===== src/verilog/sbcwd_cfg.svh =====
// Constants for the windowed watchdog: offsets, fields, codes and timing.
`ifndef SBCWD_CFG_SVH
`define SBCWD_CFG_SVH

`define SBCWD_ADDR_CTRL 7'h00
`define SBCWD_ADDR_STAT 7'h05
`define SBCWD_ADDR_CFG 7'h74

`define SBCWD_MODE_AUTO 3'h1
`define SBCWD_MODE_TMO 3'h2
`define SBCWD_MODE_WIN 3'h4

`define SBCWD_PER_8 4'h8
`define SBCWD_PER_16 4'h1
`define SBCWD_PER_32 4'h2
`define SBCWD_PER_64 4'hb
`define SBCWD_PER_128 4'h4
`define SBCWD_PER_256 4'hd
`define SBCWD_PER_1024 4'he
`define SBCWD_PER_4096 4'h7
`define SBCWD_PER_DEFAULT `SBCWD_PER_128

`define SBCWD_PHASE_OFF 2'h0
`define SBCWD_PHASE_FIRST 2'h1
`define SBCWD_PHASE_SECOND 2'h2

`define SBCWD_CFG_FNM_BIT 3
`define SBCWD_CFG_SDM_BIT 2
`define SBCWD_CFG_AUX_BIT 1
`define SBCWD_CFG_SLP_BIT 0
`define SBCWD_CFG_RESET 8'h08

`define SBCWD_RSS_EARLY 5'h0e
`define SBCWD_RSS_OVF 5'h0f
`define SBCWD_RSS_ILLEGAL 5'h10

`define SBCWD_FRAME_BITS 16
`define SBCWD_CLK_NS 5
`define SBCWD_TICK_NS 1000000
`define SBCWD_TICK_CYCLES (`SBCWD_TICK_NS / `SBCWD_CLK_NS)

`endif


===== src/verilog/sbcwd_pkg.sv =====
// Types shared by the windowed watchdog design.
package sbcwd_pkg;

    typedef enum logic [2:0] {
        SBCWD_SBC_NORMAL = 3'h0,
        SBCWD_SBC_STANDBY = 3'h1,
        SBCWD_SBC_SLEEP = 3'h2,
        SBCWD_SBC_FORCED = 3'h3,
        SBCWD_SBC_RESET = 3'h4,
        SBCWD_SBC_OTHER = 3'h5
    } sbcwd_sbc_mode_t;

    typedef enum logic [1:0] {
        SBCWD_BEH_OFF = 2'h0,
        SBCWD_BEH_TIMEOUT = 2'h1,
        SBCWD_BEH_WINDOW = 2'h3
    } sbcwd_beh_t;

    typedef struct packed {
        logic [1:0] startup_uv_threshold;
        logic forced_norm_cfg;
        logic sw_dev_cfg;
        logic aux_supply_arrangement;
        logic sleep_support_cfg;
    } sbcwd_nvcfg_t;

    typedef struct packed {
        logic sys_reset_req;
        logic [4:0] reset_source_code;
    } sbcwd_reset_t;

endpackage


===== src/verilog/sbcwd_sync.sv =====
// Three-stage input synchroniser; a change counts once stages two and three agree.
`timescale 1ns/1ps
module sbcwd_sync #(
    parameter int W = 1,
    parameter logic [W-1:0] INIT = '0
) (
    // Clock and reset.
    input wire logic clk,
    input wire logic rst,
    // Asynchronous input and qualified level.
    input wire logic [W-1:0] d,
    output logic [W-1:0] q
);
    logic [W-1:0] s1_reg;
    logic [W-1:0] s2_reg;
    logic [W-1:0] s3_reg;

    always_ff @(posedge clk or posedge rst) begin
        if (rst) begin
            s1_reg <= INIT;
            s2_reg <= INIT;
            s3_reg <= INIT;
        end else begin
            s1_reg <= d;
            s2_reg <= s1_reg;
            s3_reg <= s2_reg;
        end
    end

    // Each bit is held until the last two stages see the same value.
    always_ff @(posedge clk or posedge rst) begin
        if (rst) begin
            q <= INIT;
        end else begin
            for (int i = 0; i < W; i++) begin
                if (s2_reg[i] == s3_reg[i]) begin
                    q[i] <= s3_reg[i];
                end
            end
        end
    end
endmodule


===== src/verilog/sbcwd_top.sv =====
// Windowed watchdog supervisor with its serial register port.
//
// Summary of operation
// - Software-development mode reloads autonomous selection after reset.
// - Autonomous plus software-development keeps watchdog off.
// - Window behaviour only with window code in Normal.
// - Window: overflow or early trigger requests reset.
// - Window: trigger in second half restarts timer.
// - Timeout behaviour for timeout or deferred window code.
// - Timeout: overflow sets the watchdog interrupt flag.
// - Timeout: overflow with flag pending requests reset.
// - Overflow in Sleep produces a wake-up event.
// - Autonomous: timeout in Normal, Standby with interrupt low.
// - Control write restarts period, phase reads first half.
// - Phase status: off, first half, second half.
// - Status bits report forced-normal and software-development.
// - Start-up threshold field selects ninety to sixty percent.
// - Configuration bit three enables forced-normal, preset set.
// - Configuration bit two enables software-development, preset clear.
// - Configuration bit zero marks Sleep unsupported when set.
// - Configuration bit one selects secondary regulator arrangement.
// - Eight periods 8 to 4096 ms, default 128.
// - Any valid control write is a trigger, immediate, except a mode change in Normal.
// - Mode change in Normal forces reset, illegal-access code.
// - Forced-normal operation disables the watchdog.
`timescale 1ns/1ps
`include "sbcwd_cfg.svh"
module sbcwd_top #(
    parameter int TICK_CYCLES = `SBCWD_TICK_CYCLES
) (
    // Clock and reset.
    input wire logic sys_clk,
    input wire logic rst,
    // Serial register port from the host.
    input wire logic spi_sck,
    input wire logic spi_cs_n,
    input wire logic spi_mosi,
    output logic spi_miso,
    output logic spi_miso_oe,
    output logic spi_fail,
    // Chip state.
    input wire sbcwd_pkg::sbcwd_sbc_mode_t sbc_mode,
    input wire logic irq_out_n,
    input wire logic wd_flag_clear,
    // Watchdog results.
    output logic wd_overflow_flag,
    output logic wake_event,
    output sbcwd_pkg::sbcwd_reset_t reset_out,
    output logic [1:0] wd_phase_status,
    // Configuration outputs.
    output sbcwd_pkg::sbcwd_nvcfg_t nvcfg,
    output logic forced_norm_active,
    output logic sw_dev_active
);
    logic sck_q;
    logic cs_n_q;
    logic mosi_q;
    logic sck_prev_reg;
    logic sck_rise;
    logic sck_fall;
    logic [4:0] bit_cnt_reg;
    logic [15:0] shift_reg;
    logic [7:0] tx_reg;
    logic [7:0] rd_data;
    logic frame_end;
    logic wr_valid;
    logic wr_ctrl;
    logic wr_cfg;
    logic bad_code;
    logic illegal_mode;
    logic [2:0] wd_mode_select;
    logic [3:0] wd_period_select;
    logic [12:0] period_ms;
    logic [12:0] trigger_time_first;
    logic [17:0] tick_cnt_reg;
    logic tick;
    logic [12:0] ms_cnt_reg;
    sbcwd_pkg::sbcwd_beh_t beh;
    logic trigger;
    logic overflow;
    logic early;
    logic [7:0] nv_raw;

    sbcwd_sync #(
        .W(3),
        .INIT(3'h2)
    ) u_sync (
        .clk(sys_clk),
        .rst(rst),
        .d({spi_sck, spi_cs_n, spi_mosi}),
        .q({sck_q, cs_n_q, mosi_q})
    );

    always_ff @(posedge sys_clk or posedge rst) begin
        if (rst) begin
            sck_prev_reg <= 1'b0;
        end else begin
            sck_prev_reg <= sck_q;
        end
    end

    assign sck_rise = sck_q && !sck_prev_reg && !cs_n_q;
    assign sck_fall = !sck_q && sck_prev_reg && !cs_n_q;

    // Frames are address, read flag, data, most significant bit first.
    always_ff @(posedge sys_clk or posedge rst) begin
        if (rst) begin
            bit_cnt_reg <= 5'h00;
            shift_reg <= 16'h0000;
        end else if (cs_n_q) begin
            bit_cnt_reg <= 5'h00;
        end else if (sck_rise) begin
            shift_reg <= {shift_reg[14:0], mosi_q};
            if (bit_cnt_reg != 5'h1f) begin
                bit_cnt_reg <= bit_cnt_reg + 5'h01;
            end
        end
    end

    // The address sits in the low seven bits while the read flag shifts in.
    always_comb begin
        case (shift_reg[6:0])
            `SBCWD_ADDR_CTRL: rd_data = {wd_mode_select, 1'b0,
                                         wd_period_select};
            `SBCWD_ADDR_STAT: rd_data = {4'h0, forced_norm_active,
                                         sw_dev_active,
                                         wd_phase_status};
            `SBCWD_ADDR_CFG: rd_data = nv_raw;
            default: rd_data = 8'h00;
        endcase
    end

    // Read data is loaded with the eighth bit and shifted on falling edges.
    always_ff @(posedge sys_clk or posedge rst) begin
        if (rst) begin
            tx_reg <= 8'h00;
        end else if (cs_n_q) begin
            tx_reg <= 8'h00;
        end else if (sck_rise && bit_cnt_reg == 5'h07) begin
            tx_reg <= rd_data;
        end else if (sck_fall && bit_cnt_reg > 5'h08) begin
            tx_reg <= {tx_reg[6:0], 1'b0};
        end
    end

    assign spi_miso = tx_reg[7];
    assign spi_miso_oe = !cs_n_q;

    // A frame only counts when chip select rises after exactly 16 bits.
    always_ff @(posedge sys_clk or posedge rst) begin
        if (rst) begin
            frame_end <= 1'b0;
        end else begin
            frame_end <= !cs_n_q;
        end
    end

    assign wr_valid = frame_end && cs_n_q
                      && bit_cnt_reg == 5'(`SBCWD_FRAME_BITS)
                      && !shift_reg[8];
    assign wr_ctrl = wr_valid && shift_reg[15:9] == `SBCWD_ADDR_CTRL;
    assign wr_cfg = wr_valid && shift_reg[15:9] == `SBCWD_ADDR_CFG;

    // Redundant codes: any other value abandons the write.
    always_comb begin
        bad_code = 1'b0;
        case (shift_reg[7:5])
            `SBCWD_MODE_AUTO, `SBCWD_MODE_TMO, `SBCWD_MODE_WIN: ;
            default: bad_code = 1'b1;
        endcase
        case (shift_reg[3:0])
            `SBCWD_PER_8, `SBCWD_PER_16, `SBCWD_PER_32, `SBCWD_PER_64,
            `SBCWD_PER_128, `SBCWD_PER_256, `SBCWD_PER_1024,
            `SBCWD_PER_4096: ;
            default: bad_code = 1'b1;
        endcase
    end

    assign spi_fail = wr_ctrl && bad_code;
    assign illegal_mode = wr_ctrl && !bad_code
                          && sbc_mode == sbcwd_pkg::SBCWD_SBC_NORMAL
                          && shift_reg[7:5] != wd_mode_select;
    assign trigger = wr_ctrl && !bad_code && !illegal_mode;

    // Nonvolatile configuration; forced-normal is preset enabled.
    always_ff @(posedge sys_clk or posedge rst) begin
        if (rst) begin
            nv_raw <= `SBCWD_CFG_RESET;
        end else if (wr_cfg) begin
            nv_raw <= {2'h0, shift_reg[5:0]};
        end
    end

    assign nvcfg.startup_uv_threshold = nv_raw[5:4];
    assign nvcfg.forced_norm_cfg = nv_raw[`SBCWD_CFG_FNM_BIT];
    assign nvcfg.sw_dev_cfg = nv_raw[`SBCWD_CFG_SDM_BIT];
    assign nvcfg.aux_supply_arrangement = nv_raw[`SBCWD_CFG_AUX_BIT];
    assign nvcfg.sleep_support_cfg = nv_raw[`SBCWD_CFG_SLP_BIT];
    assign forced_norm_active = sbc_mode == sbcwd_pkg::SBCWD_SBC_FORCED;
    assign sw_dev_active = nvcfg.sw_dev_cfg;

    // Every pass through Reset reloads the default selection.
    always_ff @(posedge sys_clk or posedge rst) begin
        if (rst) begin
            wd_mode_select <= `SBCWD_MODE_TMO;
            wd_period_select <= `SBCWD_PER_DEFAULT;
        end else if (sbc_mode == sbcwd_pkg::SBCWD_SBC_RESET) begin
            wd_mode_select <= nvcfg.sw_dev_cfg ? `SBCWD_MODE_AUTO
                                               : `SBCWD_MODE_TMO;
            wd_period_select <= `SBCWD_PER_DEFAULT;
        end else if (trigger) begin
            wd_mode_select <= shift_reg[7:5];
            wd_period_select <= shift_reg[3:0];
        end
    end

    always_comb begin
        case (wd_period_select)
            `SBCWD_PER_8: period_ms = 13'd8;
            `SBCWD_PER_16: period_ms = 13'd16;
            `SBCWD_PER_32: period_ms = 13'd32;
            `SBCWD_PER_64: period_ms = 13'd64;
            `SBCWD_PER_256: period_ms = 13'd256;
            `SBCWD_PER_1024: period_ms = 13'd1024;
            `SBCWD_PER_4096: period_ms = 13'd4096;
            default: period_ms = 13'd128;
        endcase
    end

    assign trigger_time_first = {1'b0, period_ms[12:1]};

    // Selected mode and chip state give the running behaviour.
    always_comb begin
        beh = sbcwd_pkg::SBCWD_BEH_OFF;
        case (sbc_mode)
            sbcwd_pkg::SBCWD_SBC_NORMAL: begin
                if (wd_mode_select == `SBCWD_MODE_WIN) begin
                    beh = sbcwd_pkg::SBCWD_BEH_WINDOW;
                end else if (wd_mode_select == `SBCWD_MODE_TMO) begin
                    beh = sbcwd_pkg::SBCWD_BEH_TIMEOUT;
                end else if (!nvcfg.sw_dev_cfg) begin
                    beh = sbcwd_pkg::SBCWD_BEH_TIMEOUT;
                end
            end
            sbcwd_pkg::SBCWD_SBC_STANDBY, sbcwd_pkg::SBCWD_SBC_SLEEP: begin
                if (wd_mode_select != `SBCWD_MODE_AUTO) begin
                    beh = sbcwd_pkg::SBCWD_BEH_TIMEOUT;
                end else if (!nvcfg.sw_dev_cfg && !irq_out_n
                             && sbc_mode == sbcwd_pkg::SBCWD_SBC_STANDBY)
                begin
                    beh = sbcwd_pkg::SBCWD_BEH_TIMEOUT;
                end
            end
            sbcwd_pkg::SBCWD_SBC_FORCED: beh = sbcwd_pkg::SBCWD_BEH_OFF;
            default: beh = sbcwd_pkg::SBCWD_BEH_OFF;
        endcase
    end

    // Millisecond tick from the system clock.
    always_ff @(posedge sys_clk or posedge rst) begin
        if (rst) begin
            tick_cnt_reg <= 18'h00000;
        end else if (trigger || beh == sbcwd_pkg::SBCWD_BEH_OFF
                     || tick) begin
            tick_cnt_reg <= 18'h00000;
        end else begin
            tick_cnt_reg <= tick_cnt_reg + 18'h00001;
        end
    end

    assign tick = tick_cnt_reg == 18'(TICK_CYCLES - 1);
    assign overflow = tick && ms_cnt_reg + 13'd1 >= period_ms;
    assign early = trigger && beh == sbcwd_pkg::SBCWD_BEH_WINDOW
                   && ms_cnt_reg < trigger_time_first;

    // Trigger wins over a coinciding overflow, so no spurious flag is raised.
    always_ff @(posedge sys_clk or posedge rst) begin
        if (rst) begin
            ms_cnt_reg <= 13'h0000;
        end else if (trigger || beh == sbcwd_pkg::SBCWD_BEH_OFF) begin
            ms_cnt_reg <= 13'h0000;
        end else if (overflow) begin
            ms_cnt_reg <= 13'h0000;
        end else if (tick) begin
            ms_cnt_reg <= ms_cnt_reg + 13'd1;
        end
    end

    always_comb begin
        if (beh == sbcwd_pkg::SBCWD_BEH_OFF) begin
            wd_phase_status = `SBCWD_PHASE_OFF;
        end else if (ms_cnt_reg < trigger_time_first) begin
            wd_phase_status = `SBCWD_PHASE_FIRST;
        end else begin
            wd_phase_status = `SBCWD_PHASE_SECOND;
        end
    end

    // The flag's set wins over a clear in the same cycle.
    always_ff @(posedge sys_clk or posedge rst) begin
        if (rst) begin
            wd_overflow_flag <= 1'b0;
        end else if (overflow && !trigger
                     && beh == sbcwd_pkg::SBCWD_BEH_TIMEOUT) begin
            wd_overflow_flag <= 1'b1;
        end else if (wd_flag_clear) begin
            wd_overflow_flag <= 1'b0;
        end
    end

    always_ff @(posedge sys_clk or posedge rst) begin
        if (rst) begin
            wake_event <= 1'b0;
        end else begin
            wake_event <= overflow && !trigger
                          && beh == sbcwd_pkg::SBCWD_BEH_TIMEOUT
                          && sbc_mode == sbcwd_pkg::SBCWD_SBC_SLEEP;
        end
    end

    always_ff @(posedge sys_clk or posedge rst) begin
        if (rst) begin
            reset_out.sys_reset_req <= 1'b0;
        end else begin
            reset_out.sys_reset_req <= illegal_mode || early
                || (overflow && !trigger && beh == sbcwd_pkg::SBCWD_BEH_WINDOW)
                || (overflow && !trigger && wd_overflow_flag
                    && beh == sbcwd_pkg::SBCWD_BEH_TIMEOUT);
        end
    end

    always_ff @(posedge sys_clk or posedge rst) begin
        if (rst) begin
            reset_out.reset_source_code <= 5'h00;
        end else if (illegal_mode) begin
            reset_out.reset_source_code <= `SBCWD_RSS_ILLEGAL;
        end else if (early) begin
            reset_out.reset_source_code <= `SBCWD_RSS_EARLY;
        end else if (overflow && !trigger && (wd_overflow_flag
                     || beh == sbcwd_pkg::SBCWD_BEH_WINDOW)
                     && beh != sbcwd_pkg::SBCWD_BEH_OFF) begin
            reset_out.reset_source_code <= `SBCWD_RSS_OVF;
        end
    end
endmodule


===== config.mk =====
export PLATFORM = sky130hd
export DESIGN_NAME = sbcwd_top
export DESIGN_NICKNAME = d
export VERILOG_FILES = /design/src/verilog/sbcwd_pkg.sv /design/src/verilog/sbcwd_sync.sv /design/src/verilog/sbcwd_top.sv
export VERILOG_INCLUDE_DIRS = /design/src /design/src/verilog
export SDC_FILE = /design/constraint.sdc
export NUM_CORES = 1
export LEC_CHECK = 0
export BUFFER_PORTS_ARGS = -buffer_cell sky130_fd_sc_hd__buf_2
export CAP_MARGIN = 30
export CORE_ASPECT_RATIO = 1.25
export CORE_MARGIN = 3
export CORE_UTILIZATION = 30
export CTS_BUF_LIST = sky130_fd_sc_hd__clkbuf_8
export CTS_CLUSTER_DIAMETER = 30
export DETAILED_ROUTE_END_ITERATION = 16
export SKIP_LAST_GASP = 1
export SLEW_MARGIN = 0
export SYNTH_ARGS = -nofsm -noshare
export SYNTH_HDL_FRONTEND = slang
export SYNTH_SLANG_ARGS = --single-unit
export TNS_END_PERCENT = 30

===== constraint.sdc =====
create_clock -name sys_clk -period 5.05 [get_ports sys_clk]
set_input_delay 0.7575 -clock sys_clk [delete_from_list [all_inputs] [get_ports sys_clk]]
set_output_delay 0.7575 -clock sys_clk [all_outputs]
set_load 0.01 [all_outputs]

==> summary.txt, run 1 <==
Critical path
  • Highest-delay cell along the critical path: dfrtp_1
  • Crit end category: output pin
  • Worst Path Required: 4.29 ns
  • Crit Path Category: flop to output pin
  • Crit path launch type: flop
  • Slowest cell delay on critical path: 0.51 ns
  • Critical Path AT: 3.09 ns
  • Max Fanout on Critical Path: 9
  • Cells along the critical path: nand2b_1 -> or3_1 -> nand3_1 -> ha_1 -> a21o_1 -> a211oi_1 -> a2111oi_1 -> a21oi_1 -> inv_1 -> nor2_1 -> buf_2

Finish
  • Nets: 524
  • Final Non-Filler Cells: 713
  • Fill cells: 1,640
  • Multi-input gate area: 0.00262 mm2
  • Post-Layout Inst Area: 0.00560 mm2
  • Share of layout cells above drive strength 1: 22.1%
  • Area Overhead vs Synth: 9.79%
  • Max reg flops: 18
  • Reg area: 0.00234 mm2
  • Antenna Cells: 0

Route
  • DRT iter0 DRCs: 274
  • Post-route ant nets: 0
  • Routed vias: 3,577
  • Final wirelength: 10.8 mm
  • Routed length per instance: 15.2 um
  • Remaining DRCs: 0
  • DR pass1 iterations: 4
  • Number of vias per cell: 5.02

Place
  • DP HPWL: 7.95 mm
  • Cell area after placement: 0.00544 mm2
  • GP Congestion: 0.830
  • IO buf count: 30
  • Placed insts: 698

GRT
  • GR peak layer: met2
  • Vias in the first global route: 3,583
  • First-pass GRT wire length: 18.2 mm
  • Largest net degree at the start of global routing: 53
  • Met3 usage: 2.90%
  • Met1 usage: 16.1%
  • Global route total overflow: 0
  • Global Route Usage Sum: 12.4%
  • M2 GR Usage: 20.6%
  • Initial antenna violation count: 0

Timing
  • Tmin final: 3.85 ns
  • Period Utilization, post-route: 76.1%
  • Slew Limit Headroom: 34.0%
  • Final setup viols: 0
  • Hold_ws: 0.355 ns
  • RSZ-0062 raised after global routing: no
  • Pins over their slew limit: 0
  • Fmax achieved: 260 MHz
  • Clock skew: 0.0123 ns
  • Fin. Hold Viols: 0
  • Worst Tran Pin Value: 0.986 ns
  • Setup_tns: 0 ns

Die
  • Die ar.: 0.0186 mm2
  • Initial cell density of the core: 31.0%
  • Chip Width: 123 um
  • Rows: 52
  • Die height: 152 um
  • Core ar.: 0.0165 mm2
  • # IOs: 31

Synthesis
  • Yosys warns: 0
  • Seq/Total Area, Yosys: 45.8%
  • Synthesized flop and latch total: 93
  • Syn nets: 497
  • Async SR Flop Fraction: 100%
  • Area leader, netlist: dfrtp_1
  • Syn_area_per_cell: 10.9 um2
  • Synthesized instance count: 466
  • Synth cell count leaders: dfrtp_1 (86), nor2_1 (52), nand2_1 (33)
  • Most numerous cell in the Yosys netlist: dfrtp_1
  • Number of synthesized flops with an enable pin: 0
  • Share of the synthesized area in the top cell type: 42.2%
  • Synth cell types: 82
  • Ys flop type: dfrtp_1
  • Mapped Area: 0.00510 mm2
  • Leading cell types by total area after synthesis: dfrtp_1 (42%), mux2_2 (5.5%), ha_1 (5.2%)

Power
  • Peak supply drop: 114 uV
  • Cell Pwr Density: 278 mW/mm2
  • Leak pwr: 2.47 nW
  • Pwr Total: 1.55 mW

Clock tree
  • Skew-Pair Late Insertion Delay: 0.37 ns
  • CTS tree: yes
  • Num CTS Buffers: 9
  • Post-CTS Resized: 0
  • Bufs on Longest Clock Path: 2
  • CTS root buffer: clkbuf_8
  • Postcts setup bufs: 0
  • Clk pin slew, worst setup/hold paths: 0.09 ns
  • Hold buffer count at CTS: 0
  • H-tree depth: 3
  • CTS sink cnt: 93

Run status
  • Outcome: complete, no violations

Min path
  • Hold crit path type: flop to flop

Flow run
  • Max-cap violations: 0
## routing by layer
layer | wire length [um] | vias to the layer above
met1 | 4920 | 1775
li1 | - | 1733
met2 | 5370 | 55
met4 | 151 | 0
met5 | 0 | -
met3 | 377 | 14
## placed cells by master (no fill, tap or decap), drive strengths merged, types with 7 or more instances in the layout
cell type and n:
and3 7, a211oi 8, ha 21, nand3 25, mux2 25, xnor2 19
or3 7, mux2i 12, nand2 34, clkbuf 9, dfrtp 86, inv 13
nand4 8, a21oi 8, dfstp 7, xor2 15, a21o 7, nor2 53
buf 33, nand2b 7, o21ai 14
## stage by stage
| step | utilization, % | setup WS, ns |
|---|---|---|
| after detailed placement | 33.0 | 1.65 |
| final | 34.0 | 1.20 |
| after global routing | 34.0 | 0.914 |
| after CTS | 34.0 | 1.21 |
| after global placement | 33.0 | 1.72 |
| after floorplan | - | 1.86 |
## worst paths after layout
check                                    start                 end  slack, ns  depth (start not counted)
setup / recovery           wd_period_select[3]  wd_phase_status[0]       1.20                         11
hold / removal                u_sync.s1_reg[2]    u_sync.s2_reg[2]       0.36                          0
setup reg to reg                 ms_cnt_reg[0]       ms_cnt_reg[2]       1.98                         12
hold reg to reg               u_sync.s1_reg[2]    u_sync.s2_reg[2]       0.36                          0
max in group asynchronous                  rst           nv_raw[3]       3.42                          3
min in group asynchronous                  rst        shift_reg[3]       0.55                          2
## where the power goes
group / internal (mW) / switching [mW]
combinational: 0.122 / 0.111
sequential: 0.795 / 0.0906
clock: 0.172 / 0.263
## worst max-delay path, delay by kind of cell (launching register included)
family                   cells  cell delay, ns
AO/OA/AOI/OAI                4            1.01
flip-flops                   1            0.51
buffers and inverters        2            0.22
adder cells (fa/ha/maj)      1            0.25
AND/OR/NAND/NOR              4            0.73
## final cells by class
class | instances | share of cell area (%)
clock buffer | 9 | 2.21
tap | 216 | 4.83
multi-input combinational | 344 | 46.7
sequential | 93 | 41.7
inverter | 12 | 0.827
timing repair buffer | 33 | 3.08
clock inverter | 6 | 0.603
## kinds of logic after synthesis
group	share of synthesized area [%]
AOI/OAI and AO/OA	11.2
xor gates and xnor gates	5.99
adders and majority gates	5.74
buffers and inverters	2.90
DFF	45.8
muxes	7.88
and+or+nand+nor	20.5
Note: power is estimated with default switching activity, not from simulation.
==> run 2: changes to the inputs <==
--- a/config.mk
+++ b/config.mk
@@ -6,6 +6,7 @@
 export SDC_FILE = /design/constraint.sdc
 export NUM_CORES = 1
 export LEC_CHECK = 0
+export ABC_AREA = 1
 export BUFFER_PORTS_ARGS = -buffer_cell sky130_fd_sc_hd__buf_2
 export CAP_MARGIN = 30
 export CORE_ASPECT_RATIO = 1.25
==> constraint.sdc (replaced) <==
create_clock -name sys_clk -period 3.25 [get_ports sys_clk]
set_input_delay 0.4875 -clock sys_clk [delete_from_list [all_inputs] [get_ports sys_clk]]
set_output_delay 0.4875 -clock sys_clk [all_outputs]
set_load 0.01 [all_outputs]
==> run 2 against run 1 <==
- via count increased by 13%
- utilization grew 1.2 points
- power up 99%
- clock skew fell by 0.0024 ns
- area after synthesis grew 0.34%
- first-iteration DRC count is 21% lower
- largest power group unchanged
==> summary.txt, run 2 <==
Finish
  • Nets: 689
  • Antenna Cells: 0
  • Final Non-Filler Cells: 879
  • Fill cells: 1,685
  • Share of layout cells above drive strength 1: 19.8%
  • Post-layout util: 35.2%
  • Reg area: 0.00234 mm2
  • Most frequent cells in the layout: nand2_1 (132), dfrtp_1 (85), inv_1 (71), o21ai_0 (53), nor2_1 (53)
  • Area Overhead vs Synth: 13.4%
  • Commonest non-fill, non-tap cell in the layout: nand2_1
  • Max reg flops: 18
  • Multi-input gate area: 0.00242 mm2

Synthesis
  • Ys flop type: dfrtp_1
  • Leading cell types by total area after synthesis: dfrtp_1 (42%), nand2_1 (9.8%), inv_1 (5.4%)
  • Share of the synthesized area in the top cell type: 42.1%
  • Most numerous cell in the Yosys netlist: nand2_1
  • Async SR Flop Fraction: 100%
  • Yosys warns: 0
  • Synth cell types: 49
  • Mapped Area: 0.00512 mm2
  • Synth cell count leaders: nand2_1 (133), dfrtp_1 (86), inv_1 (74)
  • Synthesized instance count: 617
  • Area leader, netlist: dfrtp_1
  • Synthesized flop and latch total: 93
  • Seq/Total Area, Yosys: 45.7%
  • Number of synthesized flops with an enable pin: 0
  • Syn_area_per_cell: 8.29 um2
  • Syn nets: 648

Critical path
  • Slowest cell delay on critical path: 0.56 ns
  • Crit path launch type: flop
  • Crit. Startpoint: wd_period_select[2]
  • Reg2reg setup slack: 0.45 ns
  • Worst path bufs/invs: 3
  • CP top delay family: simple AND/OR/NAND/NOR gates
  • Cells along the critical path: nor2_1 -> nand3_1 -> inv_2 -> nor3_2 -> nand4_1 -> ha_1 -> nand2_1 -> nor4_1 -> nand2_1 -> nand2_2 -> nand2_1 -> inv_1 -> buf_2
  • Crit end category: output pin
  • Beginning of the worst register-to-register path: ms_cnt_reg[1]
  • Critical Path AT: 2.60 ns
  • Most frequent CP cell: nand2_1
  • Crit Path Category: flop to output pin
  • Worst r2r path cells: 22
  • Worst flop-to-flop path endpoint: ms_cnt_reg[0]
  • Highest-delay cell along the critical path: dfstp_2
  • Worst Path Required: 2.76 ns
  • Max Fanout on Critical Path: 4

GRT
  • Vias in the first global route: 3,932
  • Global Route Usage Sum: 12.5%
  • Largest net degree at the start of global routing: 55
  • Initial antenna violation count: 1
  • Global route total overflow: 0
  • First-pass GRT wire length: 18.9 mm

Timing
  • Period Utilization, post-route: 94.9%
  • Final setup viols: 0
  • Fin. Hold Viols: 0
  • Worst Tran Pin Value: 0.672 ns
  • Hold_ws: 0.197 ns
  • Slew Limit Headroom: 55.2%
  • Setup_tns: 0 ns
  • Pins over their slew limit: 0
  • Tmin final: 3.08 ns
  • Fmax achieved: 324 MHz
  • Clock skew: 0.00986 ns

Clock tree
  • Hold buffer count at CTS: 0
  • CTS sink cnt: 93
  • Num CTS Buffers: 9
  • CTS tree: yes
  • Skew-Pair Late Insertion Delay: 0.38 ns
  • Clk pin slew, worst setup/hold paths: 0.10 ns
  • H-tree depth: 3
  • Bufs on Longest Clock Path: 2
  • CTS root buffer: clkbuf_8

Min path
  • Hold crit path type: input pin to flop
  • WHS Path Cells: 1
  • Hold path startpoint: spi_cs_n
  • Hold EP: u_sync.s1_reg[1]

Route
  • Routed length per instance: 12.6 um
  • Number of vias per cell: 4.60
  • DR pass1 iterations: 7
  • Remaining DRCs: 0
  • Post-route ant nets: 0
  • DRT iter0 DRCs: 217
  • Final wirelength: 11.1 mm
  • Routed vias: 4,041

Die
  • Initial cell density of the core: 31.1%
  • Chip Width: 123 um
  • # IOs: 31
  • Die height: 152 um
  • Die ar.: 0.0187 mm2
  • Core ar.: 0.0165 mm2
  • Rows: 52

Flow run
  • Max-cap violations: 0

Place
  • IO buf count: 30
  • Placed insts: 856
  • DP HPWL: 8.26 mm
  • GP Congestion: 0.839

Power
  • Clk network pwr share: 27.5%
  • P_int: 1.98 mW
  • Peak supply drop: 172 uV
  • Switching portion of total power: 35.8%
  • Logic pwr share: 26.1%
  • Pwr Total: 3.09 mW
  • Sequential share of power: 46.4%
  • Sw Pwr: 1.10 mW
  • Leak pwr: 2.72 nW
  • Cell Pwr Density: 532 mW/mm2

Run status
  • Outcome: complete, no violations
[run 2: cell count changes after synthesis, moves of 8 or more]
| cell | change |
|---|---|
| a211oi_1 | -8 |
| mux2i_1 | -12 |
| inv_2 | +8 |
| nor3_1 | +12 |
| xnor2_1 | -15 |
| mux2_2 | -25 |
| nand2_1 | +100 |
| a21oi_1 | +13 |
| o21ai_0 | +46 |
| inv_1 | +62 |
[run 2: timing repair]
| action | in CTS | in global routing |
|---|---|---|
| gates resized for setup | 0 | 12 |
| setup endpoints to repair | 0 | 15 |
| setup buffers | 0 | 7 |
[run 2: power by group through the flow]
stage          clock [mW]  sequential (mW)  combinational [mW]
2_1_floorplan           0             1.42               0.581
3_3_place_gp            0             1.45               0.731
3_5_place_dp            0             1.45               0.739
4_1_cts             0.878             1.43               0.745
5_1_grt             0.925             1.46               0.935
6_report            0.847             1.43               0.805
[run 2: cells by family (layout without fill, tap and decap cells)]
logic type	after synthesis	in the layout	share of synthesized area (%)
AO/OA/AOI/OAI	107	107	11.8
XOR/XNOR	14	14	2.40
adder cells (fa/ha/maj)	24	24	5.72
buffers and inverters	95	141	7.56
flip-flops	93	93	45.7
AND/OR/NAND/NOR	284	284	26.8
[run 2: layout make-up]
class,instances,share of cell area (%)
clock inverter,6,1.32
inverter,84,5.61
sequential,93,40.3
tap,216,4.66
multi-input combinational,429,41.8
timing repair buffer,41,4.01
clock buffer,10,2.37
[run 2: metal layers]
layer  GRT usage, %  up-vias  wire, um
li1               -     2095         -
met1           15.9     1870      5000
met2           21.0       59      5480
met3           1.93       15       326
met4           4.86        2       238
met5              0        -        13
[run 2: worst register-to-register path, cell delays in order, from the launching register on]
cell,delay (ns)
dfrtp_1,0.44
ha_1,0.22
nand2_1,0.08
nor2_1,0.10
inv_1,0.08
nor2_2,0.15
nand2_1,0.10
xor2_1,0.23
inv_1,0.07
ha_1,0.32
nand2_1,0.07
nor2_1,0.09
o21ai_0,0.08
nand2_1,0.07
nor2_1,0.04
nand2_1,0.05
nand2_1,0.04
nand2_1,0.06
nand2_2,0.06
nand2_4,0.09
clkinv_4,0.08
nand2_8,0.11
o21ai_1,0.07
[run 2: how the worst max path moves through the flow]
| stage | end | slack (ns) | cells after the start |
|---|---|---|---|
| after floorplan | bit_cnt_reg[0] | 0.35 | 1 |
| after global placement | ms_cnt_reg[0] | 0.44 | 22 |
| after detailed placement | ms_cnt_reg[0] | 0.35 | 22 |
| after CTS | wd_phase_status[1] | 0.1 | 14 |
| after global routing | wd_phase_status[1] | -0.002 | 13 |
| final | wd_phase_status[1] | 0.17 | 13 |
[run 2: metrics by stage]
step                worst slack, ns  cell area, um2
finish                        0.167            5800
global route               -0.00162            5800
CTS                          0.0956            5720
detailed placement            0.352            5500
global placement              0.437            5500
floorplan                     0.354            5120
